## src/hdl/rpc_pkg.sv

```systemverilog
package rpc_pkg;
   // ------------------------------------------------------------
   // widths and reset values
   // ------------------------------------------------------------
   localparam int PC_W = 14;
   localparam logic [PC_W-1:0] PC_START   = 14'h0000;
   localparam logic [3:0]      NIB_CLR    = 4'h0;
   localparam logic [3:0]      NIB_SET    = 4'hf;
   localparam logic [3:0]      MODE_RST   = 4'hc;
   localparam logic [3:0]      SRC_RST    = 4'h8;
   localparam logic            PA_RST     = 1'b0;
   localparam int NPORT = 24;
   localparam int NLCD  = 36;

   // ------------------------------------------------------------
   // timing
   // ------------------------------------------------------------
   localparam int MCLK_HZ      = 10_000_000;
   localparam int MCYC_NS      = 1000;
   localparam int MCYC_CYCLES  = (MCYC_NS * (MCLK_HZ / 1_000_000) + 999) / 1000;
   localparam logic [3:0] MCYC_CNT = 4'(MCYC_CYCLES);

   typedef enum logic [1:0] {RPC_RUN, RPC_CLKOP, RPC_BACKUP} rpc_state_t;

   typedef struct packed {
      logic [3:0] prescCtl;
      logic [3:0] tmr1Ctl;
      logic [3:0] tmr2Ctl;
      logic [3:0] tmr3Ctl;
      logic [3:0] lcdTmrCtl;
      logic [3:0] tmrAuxCtl;
      logic [3:0] intCtl1;
      logic [3:0] intCtl2;
      logic [3:0] extIntCtl;
      logic [3:0] clkMode;
      logic [3:0] clkSrc;
      logic [3:0] lcdCtl1;
      logic [3:0] lcdCtl2;
      logic [3:0] lcdSel3;
      logic [3:0] lcdSel0;
      logic [3:0] lcdSel1;
      logic [3:0] lcdSel3b;
   } rpc_ctl_t;

   typedef struct packed {
      logic intEnable;
      logic extReq;
      logic tmr1Req;
      logic tmr2Req;
      logic tmr3Req;
      logic wdFlag1;
      logic wdFlag2;
      logic wdEnable;
   } rpc_flags_t;
endpackage : rpc_pkg

```

## src/hdl/rpc_reset_powerdown.sv

```systemverilog
`timescale 1ns/1ns
// Behaviour
// any of pin, software, watchdog, power-on, supply-drop sources resets system
// after pin goes high, fetch starts at address 0 page 0
// outside circuit holds reset pin low at least one machine cycle
// at reset port pins float, latch 1, open-drain forced
// at reset shared-port pull-ups are off
// after reset and in back-up mode all LCD lines sit at top bias
// software reset instruction drives reset pin low, causing full reset
// at reset program counter clears to zero
// reset clears interrupt, powerdown, request, watchdog flags; sets watchdog enable
// reset clears prescaler, five timer and three interrupt control registers
// reset loads clock mode 1100 and clock source 1000
// reset clears two LCD controls, sets four pin selects to 1111
// detector works only while enable pin is high
// without keep-alive, detector off in power-down, back on at return
// keep-alive executed with pin high keeps detector on in power-down
// keep-alive state remembered until next system reset
// drop flag follows supply at or below skip threshold
// drop flag skip test exposes flag without clearing it
// reset below reset threshold, released at release threshold with oscillator on
// arm then clock-operating instruction enters clock operating mode
// arm then back-up instruction enters RAM back-up mode
// power-down instruction without prior arm is a no-operation
// wakeup or timer 3 underflow gives warm start with powerdown flag 1; code wakes back-up mode on a key only
// any reset source gives cold start with powerdown flag 0
// powerdown flag skip test exposes the flag for start identification
// after return timer 3 flag tells timer wake from key wake
// entering power-down with timer 3 flag set wakes immediately; code does this in clock operating mode only, back-up waits for a key
module rpc_reset_powerdown (
   input  wire logic                         mclk,            // system clock
   input  wire logic                         rst,             // async reset, power-on
   input  wire logic                         resetPinN,       // reset pin level, active low
   output logic                              resetPinDrvN,    // drives reset pin low
   output logic                              resetPinOe,      // reset pin output enable
   input  wire logic                         watchdogReset,   // watchdog reset request
   input  wire logic                         belowResetLvl,   // supply at/below reset level
   input  wire logic                         aboveReleaseLvl, // supply at/above release level
   input  wire logic                         belowSkipLvl,    // supply at/below skip level
   input  wire logic                         detectorEnPin,   // detector enable pin
   input  wire logic                         softwareResetInstr, // reset instruction
   input  wire logic                         keepaliveInstr,  // detector keep-alive instr
   input  wire logic                         powerdownArmInstr,  // arm instruction
   input  wire logic                         clockOpEntryInstr,  // clock operating entry
   input  wire logic                         backupEntryInstr,   // back-up entry
   input  wire logic                         dropFlagSkipTest,   // drop flag test instr
   input  wire logic                         pdFlagSkipTest,     // powerdown flag test instr
   input  wire logic                         wakeupKey,       // external wakeup, sync'd
   input  wire logic                         timer3Underflow, // timer 3 underflow pulse
   input  wire logic                         timer3FlagClr,   // software clears timer 3 flag
   output logic                              sysReset,        // internal system reset
   output logic                              coldStart,       // one-cycle cold start
   output logic                              warmStart,       // one-cycle warm start
   output logic [rpc_pkg::PC_W-1:0]          pcLoad,          // program counter value
   output logic                              pcLoadEn,        // load program counter
   output logic                              skipNext,        // skip next instruction
   output logic                              supplyDropFlag,  // drop flag
   output logic                              powerdownFlag,   // warm/cold indicator
   output logic                              detectorActive,  // detector enabled
   output logic                              oscEnable,       // oscillator enabled
   output rpc_pkg::rpc_state_t               pdState,         // run or power-down mode
   output logic                              subClkKeep,      // clock-op domain kept alive
   output rpc_pkg::rpc_ctl_t                 ctlRegs,         // reset values of controls
   output rpc_pkg::rpc_flags_t               flags,           // interrupt/watchdog flags
   output logic [rpc_pkg::NPORT-1:0]         portLatch,       // port output latches
   output logic [rpc_pkg::NPORT-1:0]         portOe,          // port drive enables
   output logic [rpc_pkg::NPORT-1:0]         portOpenDrain,   // open-drain forced
   output logic [rpc_pkg::NPORT-1:0]         portPullup,      // shared-port pull-ups
   output logic                              lcdAllTopBias    // all LCD lines at top bias
);

   // ------------------------------------------------------------
   // pin synchronisers
   // ------------------------------------------------------------
   logic [1:0] pinSync_ff, enSync_ff, rstLvlSync_ff, relSync_ff, skipSync_ff;
   always_ff @(posedge mclk or posedge rst) begin
      if (rst) begin
         pinSync_ff    <= 2'h3;
         enSync_ff     <= 2'h0;
         rstLvlSync_ff <= 2'h0;
         relSync_ff    <= 2'h0;
         skipSync_ff   <= 2'h0;
      end else begin
         pinSync_ff    <= {pinSync_ff[0], resetPinN};
         enSync_ff     <= {enSync_ff[0], detectorEnPin};
         rstLvlSync_ff <= {rstLvlSync_ff[0], belowResetLvl};
         relSync_ff    <= {relSync_ff[0], aboveReleaseLvl};
         skipSync_ff   <= {skipSync_ff[0], belowSkipLvl};
      end
   end
   wire pinLow  = ~pinSync_ff[1];
   wire enHigh  = enSync_ff[1];

   // ------------------------------------------------------------
   // detector enable
   // ------------------------------------------------------------
   logic keepalive_ff;
   wire  inPd = (pdState != rpc_pkg::RPC_RUN);
   assign detectorActive = enHigh & (~inPd | keepalive_ff);

   // supply-drop reset held until release level reached
   logic dropReset_ff;
   always_ff @(posedge mclk or posedge rst) begin
      if (rst) begin
         dropReset_ff <= 1'b0;
      end else if (detectorActive && rstLvlSync_ff[1]) begin
         dropReset_ff <= 1'b1;
      end else if (relSync_ff[1]) begin
         dropReset_ff <= 1'b0;
      end
   end

   // ------------------------------------------------------------
   // software reset drives the pin for one machine cycle
   // ------------------------------------------------------------
   logic [3:0] swCnt_ff;
   always_ff @(posedge mclk or posedge rst) begin
      if (rst) begin
         swCnt_ff <= 4'h0;
      end else if (softwareResetInstr && swCnt_ff == 4'h0 && !sysReset) begin
         swCnt_ff <= rpc_pkg::MCYC_CNT;
      end else if (swCnt_ff != 4'h0) begin
         swCnt_ff <= swCnt_ff - 4'h1;
      end
   end
   // drive lasts one machine cycle, long enough to reach the synchroniser
   assign resetPinOe   = (swCnt_ff != 4'h0);
   assign resetPinDrvN = 1'b0;

   // ------------------------------------------------------------
   // system reset
   // ------------------------------------------------------------
   // pin sampled after synchroniser; external hold of one machine cycle assumed
   assign sysReset = rst | pinLow | watchdogReset | dropReset_ff
                   | resetPinOe;
   assign oscEnable = ~dropReset_ff;

   logic sysResetDly_ff;
   always_ff @(posedge mclk or posedge rst) begin
      if (rst) begin
         sysResetDly_ff <= 1'b1;
      end else begin
         sysResetDly_ff <= sysReset;
      end
   end
   assign coldStart = sysResetDly_ff & ~sysReset;

   always_ff @(posedge mclk or posedge rst) begin
      if (rst) begin
         keepalive_ff <= 1'b0;
      end else if (sysReset) begin
         keepalive_ff <= 1'b0;
      end else if (keepaliveInstr && enHigh) begin
         keepalive_ff <= 1'b1;
      end
   end

   // ------------------------------------------------------------
   // supply drop flag
   // ------------------------------------------------------------
   always_ff @(posedge mclk or posedge rst) begin
      if (rst) begin
         supplyDropFlag <= 1'b0;
      end else if (sysReset || !detectorActive) begin
         supplyDropFlag <= 1'b0;
      end else begin
         supplyDropFlag <= skipSync_ff[1];
      end
   end

   // ------------------------------------------------------------
   // power-down sequencing
   // ------------------------------------------------------------
   logic armed_ff;
   logic tmr3Flag_ff;
   rpc_pkg::rpc_state_t nxt_state;
   wire wakeCond = wakeupKey | timer3Underflow | tmr3Flag_ff;

   always_comb begin
      nxt_state = pdState;
      case (pdState)
         rpc_pkg::RPC_RUN: begin
            if (armed_ff && clockOpEntryInstr) begin
               nxt_state = rpc_pkg::RPC_CLKOP;
            end else if (armed_ff && backupEntryInstr) begin
               nxt_state = rpc_pkg::RPC_BACKUP;
            end
         end
         rpc_pkg::RPC_CLKOP: begin
            if (wakeCond) begin
               nxt_state = rpc_pkg::RPC_RUN;
            end
         end
         rpc_pkg::RPC_BACKUP: begin
            // sub-clock domain off (subClkKeep low), so only a key can wake this mode
            if (wakeupKey) begin
               nxt_state = rpc_pkg::RPC_RUN;
            end
         end
         default: nxt_state = rpc_pkg::RPC_RUN;
      endcase
   end

   always_ff @(posedge mclk or posedge rst) begin
      if (rst) begin
         pdState <= rpc_pkg::RPC_RUN;
      end else if (sysReset) begin
         pdState <= rpc_pkg::RPC_RUN;
      end else begin
         pdState <= nxt_state;
      end
   end

   always_ff @(posedge mclk or posedge rst) begin
      if (rst) begin
         armed_ff <= 1'b0;
      end else if (sysReset || inPd) begin
         armed_ff <= 1'b0;
      end else if (powerdownArmInstr) begin
         armed_ff <= 1'b1;
      end else if (clockOpEntryInstr || backupEntryInstr) begin
         armed_ff <= 1'b0;
      end
   end

   assign warmStart  = inPd & (nxt_state == rpc_pkg::RPC_RUN) & ~sysReset;
   assign subClkKeep = (pdState != rpc_pkg::RPC_BACKUP);

   always_ff @(posedge mclk or posedge rst) begin
      if (rst) begin
         powerdownFlag <= 1'b0;
      end else if (sysReset) begin
         powerdownFlag <= 1'b0;
      end else if (warmStart) begin
         powerdownFlag <= 1'b1;
      end
   end

   // set wins over clear
   always_ff @(posedge mclk or posedge rst) begin
      if (rst) begin
         tmr3Flag_ff <= 1'b0;
      end else if (sysReset) begin
         tmr3Flag_ff <= 1'b0;
      end else if (timer3Underflow && pdState != rpc_pkg::RPC_BACKUP) begin
         tmr3Flag_ff <= 1'b1;
      end else if (timer3FlagClr) begin
         tmr3Flag_ff <= 1'b0;
      end
   end

   // ------------------------------------------------------------
   // restart vector and skip tests
   // ------------------------------------------------------------
   always_ff @(posedge mclk or posedge rst) begin
      if (rst) begin
         pcLoad   <= rpc_pkg::PC_START;
         pcLoadEn <= 1'b1;
      end else begin
         pcLoad   <= rpc_pkg::PC_START;
         pcLoadEn <= sysReset | warmStart;
      end
   end

   // flags only read here, never cleared by the tests
   assign skipNext = (dropFlagSkipTest & supplyDropFlag)
                   | (pdFlagSkipTest & powerdownFlag);

   // ------------------------------------------------------------
   // reset states of controls, flags, ports and LCD
   // ------------------------------------------------------------
   always_comb begin
      ctlRegs           = '0;
      ctlRegs.prescCtl  = {3'h0, rpc_pkg::PA_RST};
      ctlRegs.tmr1Ctl   = rpc_pkg::NIB_CLR;
      ctlRegs.tmr2Ctl   = rpc_pkg::NIB_CLR;
      ctlRegs.tmr3Ctl   = rpc_pkg::NIB_CLR;
      ctlRegs.lcdTmrCtl = rpc_pkg::NIB_CLR;
      ctlRegs.tmrAuxCtl = rpc_pkg::NIB_CLR;
      ctlRegs.intCtl1   = rpc_pkg::NIB_CLR;
      ctlRegs.intCtl2   = rpc_pkg::NIB_CLR;
      ctlRegs.extIntCtl = rpc_pkg::NIB_CLR;
      ctlRegs.clkMode   = rpc_pkg::MODE_RST;
      ctlRegs.clkSrc    = rpc_pkg::SRC_RST;
      ctlRegs.lcdCtl1   = rpc_pkg::NIB_CLR;
      ctlRegs.lcdCtl2   = rpc_pkg::NIB_CLR;
      ctlRegs.lcdSel3   = rpc_pkg::NIB_SET;
      ctlRegs.lcdSel0   = rpc_pkg::NIB_SET;
      ctlRegs.lcdSel1   = rpc_pkg::NIB_SET;
      ctlRegs.lcdSel3b  = rpc_pkg::NIB_SET;
   end

   always_comb begin
      flags           = '0;
      flags.wdEnable  = 1'b1;
      flags.tmr3Req   = tmr3Flag_ff;
   end

   // outputs meant to be consumed by the port block while sysReset is high
   assign portLatch     = '1;
   assign portOe        = '0;
   assign portOpenDrain = {rpc_pkg::NPORT{sysReset}};
   assign portPullup    = '0;
   assign lcdAllTopBias = sysReset | sysResetDly_ff
                        | (pdState == rpc_pkg::RPC_BACKUP);

endmodule : rpc_reset_powerdown

```

## config.mk

```make
export PLATFORM = sky130hd
export DESIGN_NAME = rpc_reset_powerdown
export DESIGN_NICKNAME = d
export VERILOG_FILES = /design/src/hdl/rpc_pkg.sv /design/src/hdl/rpc_reset_powerdown.sv
export SDC_FILE = /design/constraint.sdc
export NUM_CORES = 1
export LEC_CHECK = 0
export ABC_AREA = 1
export BUFFER_PORTS_ARGS = -buffer_cell sky130_fd_sc_hd__buf_2
export CORE_ASPECT_RATIO = 0.8
export CORE_MARGIN = 5
export CORE_UTILIZATION = 38
export DETAILED_ROUTE_END_ITERATION = 7
export PLACE_DENSITY = 0.82
export RECOVER_POWER = 25
export SYNTH_ARGS = -nofsm -noshare
export SYNTH_HDL_FRONTEND = slang
export SYNTH_SLANG_ARGS = --single-unit
export TNS_END_PERCENT = 10
```

## constraint.sdc

```tcl
create_clock -name mclk -period 2.7 [get_ports mclk]
set_clock_uncertainty 0.1 [all_clocks]
set_input_delay 0.54 -clock mclk [delete_from_list [all_inputs] [get_ports mclk]]
set_output_delay 0.54 -clock mclk [all_outputs]
set_load 0.005 [all_outputs]
```

# [Yosys cells after proc, flatten, opt, wreduce, memory -nomap -nowiden]
# Cells that the tools add are included.
[classes] add_sub_neg=1 mul=0 n_div=0 n_lt_le_gt_ge=0 n_eq_ne=3 shift=0 mux=21 n_bitwise=21 n_reduce_logical=23
[op_table] operator="2-to-1 mux 1 bit" n=13
[op_table] operator="OR 1 bit" n=11
[op_table] operator="2-to-1 mux 2 bit" n=5
[op_table] operator="nonzero test 2 bit" n=5
[op_table] operator="2-to-1 mux 4 bit" n=2
[op_table] operator="logical AND 1 bit" n=7
[op_table] operator="AND 1 bit" n=6
[op_table] operator="one-hot mux 2 bit (3 select lines)" n=1
[op_table] operator="nonzero test 3 bit" n=2
[op_table] operator="zero test 2 bit" n=2
[op_table] operator="zero test 4 bit" n=1
[op_table] operator="inverter 1 bit" n=4
[op_table] operator="nonzero test 4 bit" n=1
[op_table] operator="subtractor 4 x 1 -> 4 bit, second input constant" n=1
[op_table] operator="logical OR 1 bit" n=3
[op_table] operator="== test 2 x 1 -> 1 bit, second input constant" n=1
[op_table] operator="== test 2 bit, second input constant" n=1
[op_table] operator="zero test 1 bit" n=2
[op_table] operator="!= test 2 bit, second input constant" n=1
[totals] reg_bits=24 latchBits=0 ram_bits=0 mem_bits_ro=0 inputBits=18 output_inout_bits=201 word_cells=84 n_memories=0

# [Longest topological paths before layout]
[logic_depth] depth_word=9 ltp_mapped=7 depth_no_buf=7

# [Worst setup path after synthesis]
# Ideal clock, no wire load.
[synth_path] path_kind="input to output" start="input port rst" end="output port portOpenDrain[0] (netlist name)" arrival_ps=1750 required_ps=2060 setup_slack_ps=310 stages=5 path_buffers=1 cell_sequence="inv_1 -> nand4_4 -> nor2_4 -> inv_4 -> buf_4"
[synth_between] elab_chain_cells=4
[synth_lines] element="start: declaration" line="rpc_reset_powerdown.sv:32" source="input wire logic rst,"
[synth_lines] element="OR 1 bit (3 in a row)" line="rpc_reset_powerdown.sv:134" source="assign sysReset = rst | pinLow | watchdogReset | dropReset_ff"
[synth_lines] element="OR 1 bit" line="rpc_reset_powerdown.sv:135" source="| resetPinOe;"
[synth_lines] element="end: declaration" line="rpc_reset_powerdown.sv:67" source="output logic [rpc_pkg::NPORT-1:0] portOpenDrain,"
# No other way between the ends.

# [Final worst setup path]
[layout_path] start="register swCnt_ff[0]" end="output port warmStart"
[layout_between] elab_chain_cells=4
[layout_lines] element="start: declaration" line="rpc_reset_powerdown.sv:116" source="logic [3:0] swCnt_ff;"
[layout_lines] element="start signal: assignment" line="rpc_reset_powerdown.sv:121" source="swCnt_ff <= rpc_pkg::MCYC_CNT;"
[layout_lines] element="start signal: assignment" line="rpc_reset_powerdown.sv:123" source="swCnt_ff <= swCnt_ff - 4'h1;"
[layout_lines] element="nonzero test 4 bit" line="rpc_reset_powerdown.sv:127" source="assign resetPinOe = (swCnt_ff != 4'h0);"
[layout_lines] element="OR 1 bit" line="rpc_reset_powerdown.sv:135"
[layout_lines] element="inverter 1 bit" line="rpc_reset_powerdown.sv:226" source="assign warmStart = inPd & (nxt_state == rpc_pkg::RPC_RUN) & ~sysReset;"
[layout_lines] element="AND 1 bit" line="rpc_reset_powerdown.sv:226"
[layout_lines] element="end: declaration" line="rpc_reset_powerdown.sv:53" source="output logic warmStart,"
# No other way between the ends.

==> impl_metrics.yaml <==
route:
  dr.max_layer_used: "met4"
  drc: 0
  drtIter0Drc: 26
  route.met2.wl_mm: 2.08
  wirelength_mm: 3.83
  dr_wl_met3_um: 567
  wl_per_cell_um: 9.65
  viasPerCell: 3.20
  met1_length_mm: 1.14
  num_vias: 1270
  drt_pass1_iterations: 4
  antenna_left: 0
finish:
  nets: 337
  finalInstanceArea_um2: 2020
  area_growth_pct: -15.2
  insertedDiodeCount: 0
  drive_gt1_share_pct: 22.8
die:
  die_w_um: 98.5
  fp.dieH_um: 80.8
  core_area_um2: 6010
  rows: 25
  initial_utilization_pct: 39.7
  dieArea_um2: 7960
  ios: 219
global_routing:
  first_global_vias: 1001
  grt_pass1_wl_mm: 4.72
  gr-usage-all-layers_pct: 7.15
  grt_overflow_total: 0
  antenna_found_initial: 0
  grt_max_degree: 35
sta:
  worst_pin_slew_ps: 1250
  setup_violations: 0
  setup_slack_ps: 436
  slew_headroom_pct: 16.7
  post-route-min-period_ps: 2260
  fin_tns_setup_ps: 0
  finalCritPeriodShare_pct: 83.8
  rsz0062_at_grt: "no"
  max_freq_mhz: 442
  final_hold_viol_count: 0
  slew_violations: 0
setup_path:
  crit_cells: 7
  reg2reg_from: "swCnt_ff[0]"
  crit_slowest_cell: "dfrtp_1"
  reg2reg_slack_ps: 1260
  max_stage_delay_ps: 380
  end_kind: "primary output"
  cp-start-kind: "flop"
  required_ps: 2060
  startpoint: "swCnt_ff[0]"
  r2r-end: "tmr3Flag_ff"
  crit_fanout: 34
  rr_worst_depth: 6
  cp.arrival_ps: 1620
  worstSetupPathType: "flop to primary output"
  critical_path.top_delay_family: "simple AND/OR/NAND/NOR gates"
  crit_chain: "inv_1 -> ha_1 -> nand2_2 -> nor2_4 -> inv_4 -> nor2_1 -> buf_2"
  critical_path_buf_inv_count: 3
  crit_path_end: "warmStart"
placed_design:
  dp.final_hpwl_mm: 3.38
  placed_cell_area_um2: 1970
  place.gp.congestion: 0.763
  place_ws_ps: 656
  portBuffers: 56
yosys:
  synth_seq_cells: 24
  ys_warn_count: 0
  synth_area_um2: 2380
  syn_inst: 282
  synthDistinctLibCells: 25
  yosysSeqAreaShare_pct: 25.4
  synth_area_per_cell_um2: 8.45
clocking:
  clockRootBuffer: "clkbuf_8"
  post-cts-setup-buffer-count: 0
  clkSinkCount: 24
  cts_tree: "done"
  path_clk_slew_ps: 80
  cts_resized: 0
  cts_buffers: 3
  cts_hold_buffers: 0
  htree_levels: 1
  cts_max_path_buffers: 2
  insertion_delay_ps: 260
status:
  status: "finished clean"
power:
  ir_drop_mv: 0.338
  p_leak_nw: 1.22
  p_per_area_nw_per_um2: 454
worst_hold_path:
  hold_class: "flop to flop"
job:
  drv.max_cap_violation_count: 0
==> stage by stage <==
step           hold slack (ps)  utilization, %  cells  power [W]
5_1_grt                    256            33.6    397   0.000977
6_report                   250            33.6    397   0.000917
3_5_place_dp               236            32.8    393   0.000680
3_3_place_gp               233            32.8    393   0.000663
2_1_floorplan              231               -    442   0.000796
4_1_cts                    253            33.7    397   0.000916
==> sequential cells by signal, summed over array words and instances, names as in the netlist <==
register	cells
swCnt_ff	4
enSync_ff	2
pdState	2
pinSync_ff	2
relSync_ff	2
rstLvlSync_ff	2
skipSync_ff	2
armed_ff	1
dropReset_ff	1
keepalive_ff	1
pcLoadEn	1
powerdownFlag	1
supplyDropFlag	1
sysResetDly_ff	1
tmr3Flag_ff	1
==> cell type report <==
| cell class | count | area (um^2) |
|---|---|---|
| fill | 639 | 3990 |
| multi-input combinational | 216 | 915 |
| sequential | 24 | 606 |
| timing repair buffer | 57 | 284 |
| tap | 81 | 101 |
| inverter | 15 | 58.8 |
| clock buffer | 4 | 55.1 |
==> Yosys cell counts (all sizes together) <==
library cell  number  area (um^2)
dfstp              4          105
nand4              1         21.3
conb               2         7.51
nand3b             1         7.51
inv               15         58.8
ha                 2         25.0
o211a              1         10.0
nor2              15         68.8
or2                1         6.26
a21oi              4         20.0
dfrtp             20          500
o21a               1         7.51
nand3              7         40.0
buf              187         1400
xnor2              1         8.76
nand2             12         47.6
o21ai              5         25.0
nor3               2         10.0
a22o               1         8.76
==> cells in the final DEF, fill, tap and decap left out, types with 2 or more instances in the layout <==
master | netlist | final
o21ai_0 | 3 | 3
a21oi_1 | 4 | 4
ha_1 | 2 | 2
dfrtp_1 | 20 | 20
nand3_1 | 6 | 6
dfstp_2 | 4 | 4
clkbuf_8 | 0 | 4
nor2_2 | 2 | 2
buf_2 | 0 | 56
nand2_1 | 11 | 11
nor2_1 | 12 | 12
conb_1 | 2 | 162
nor3_1 | 2 | 2
inv_1 | 14 | 14
o21ai_1 | 2 | 2
==> report_power, final <==
group	switching, W	internal [W]
Clock	0.000104	0.000130
Combinational	0.000170	0.0000775
Sequential	0.0000300	0.000405
==> per-layer routing <==
| layer | up-vias | track usage, % |
|---|---|---|
| met5 | - | 0 |
| met4 | 0 | 3.00 |
| met3 | 5 | 1.63 |
| met2 | 114 | 13.2 |
| met1 | 571 | 7.99 |
| li1 | 580 | - |
==> worst min path at each step <==
| stage | start | to | slack [ps] | cells past startpoint |
|---|---|---|---|---|
| final | relSync_ff[0] | relSync_ff[1] | 250 | 0 |
| after global routing | relSync_ff[0] | relSync_ff[1] | 260 | 0 |
| after CTS | relSync_ff[0] | relSync_ff[1] | 250 | 0 |
| after detailed placement | relSync_ff[0] | relSync_ff[1] | 240 | 0 |
| after global placement | rstLvlSync_ff[0] | rstLvlSync_ff[1] | 230 | 0 |
| after floorplan | enSync_ff[0] | enSync_ff[1] | 230 | 0 |
==> kinds of logic after synthesis <==
kind of cell,Yosys count,share of synthesized area [%]
other,2,0.315
buffers and inverters,202,61.4
adder cells (fa/ha/maj),2,1.05
AO/OA/AOI/OAI,12,2.99
XOR/XNOR,1,0.368
flip-flops,24,25.4
AND/OR/NAND/NOR,39,8.46
Power figures use the tool's default switching activity.
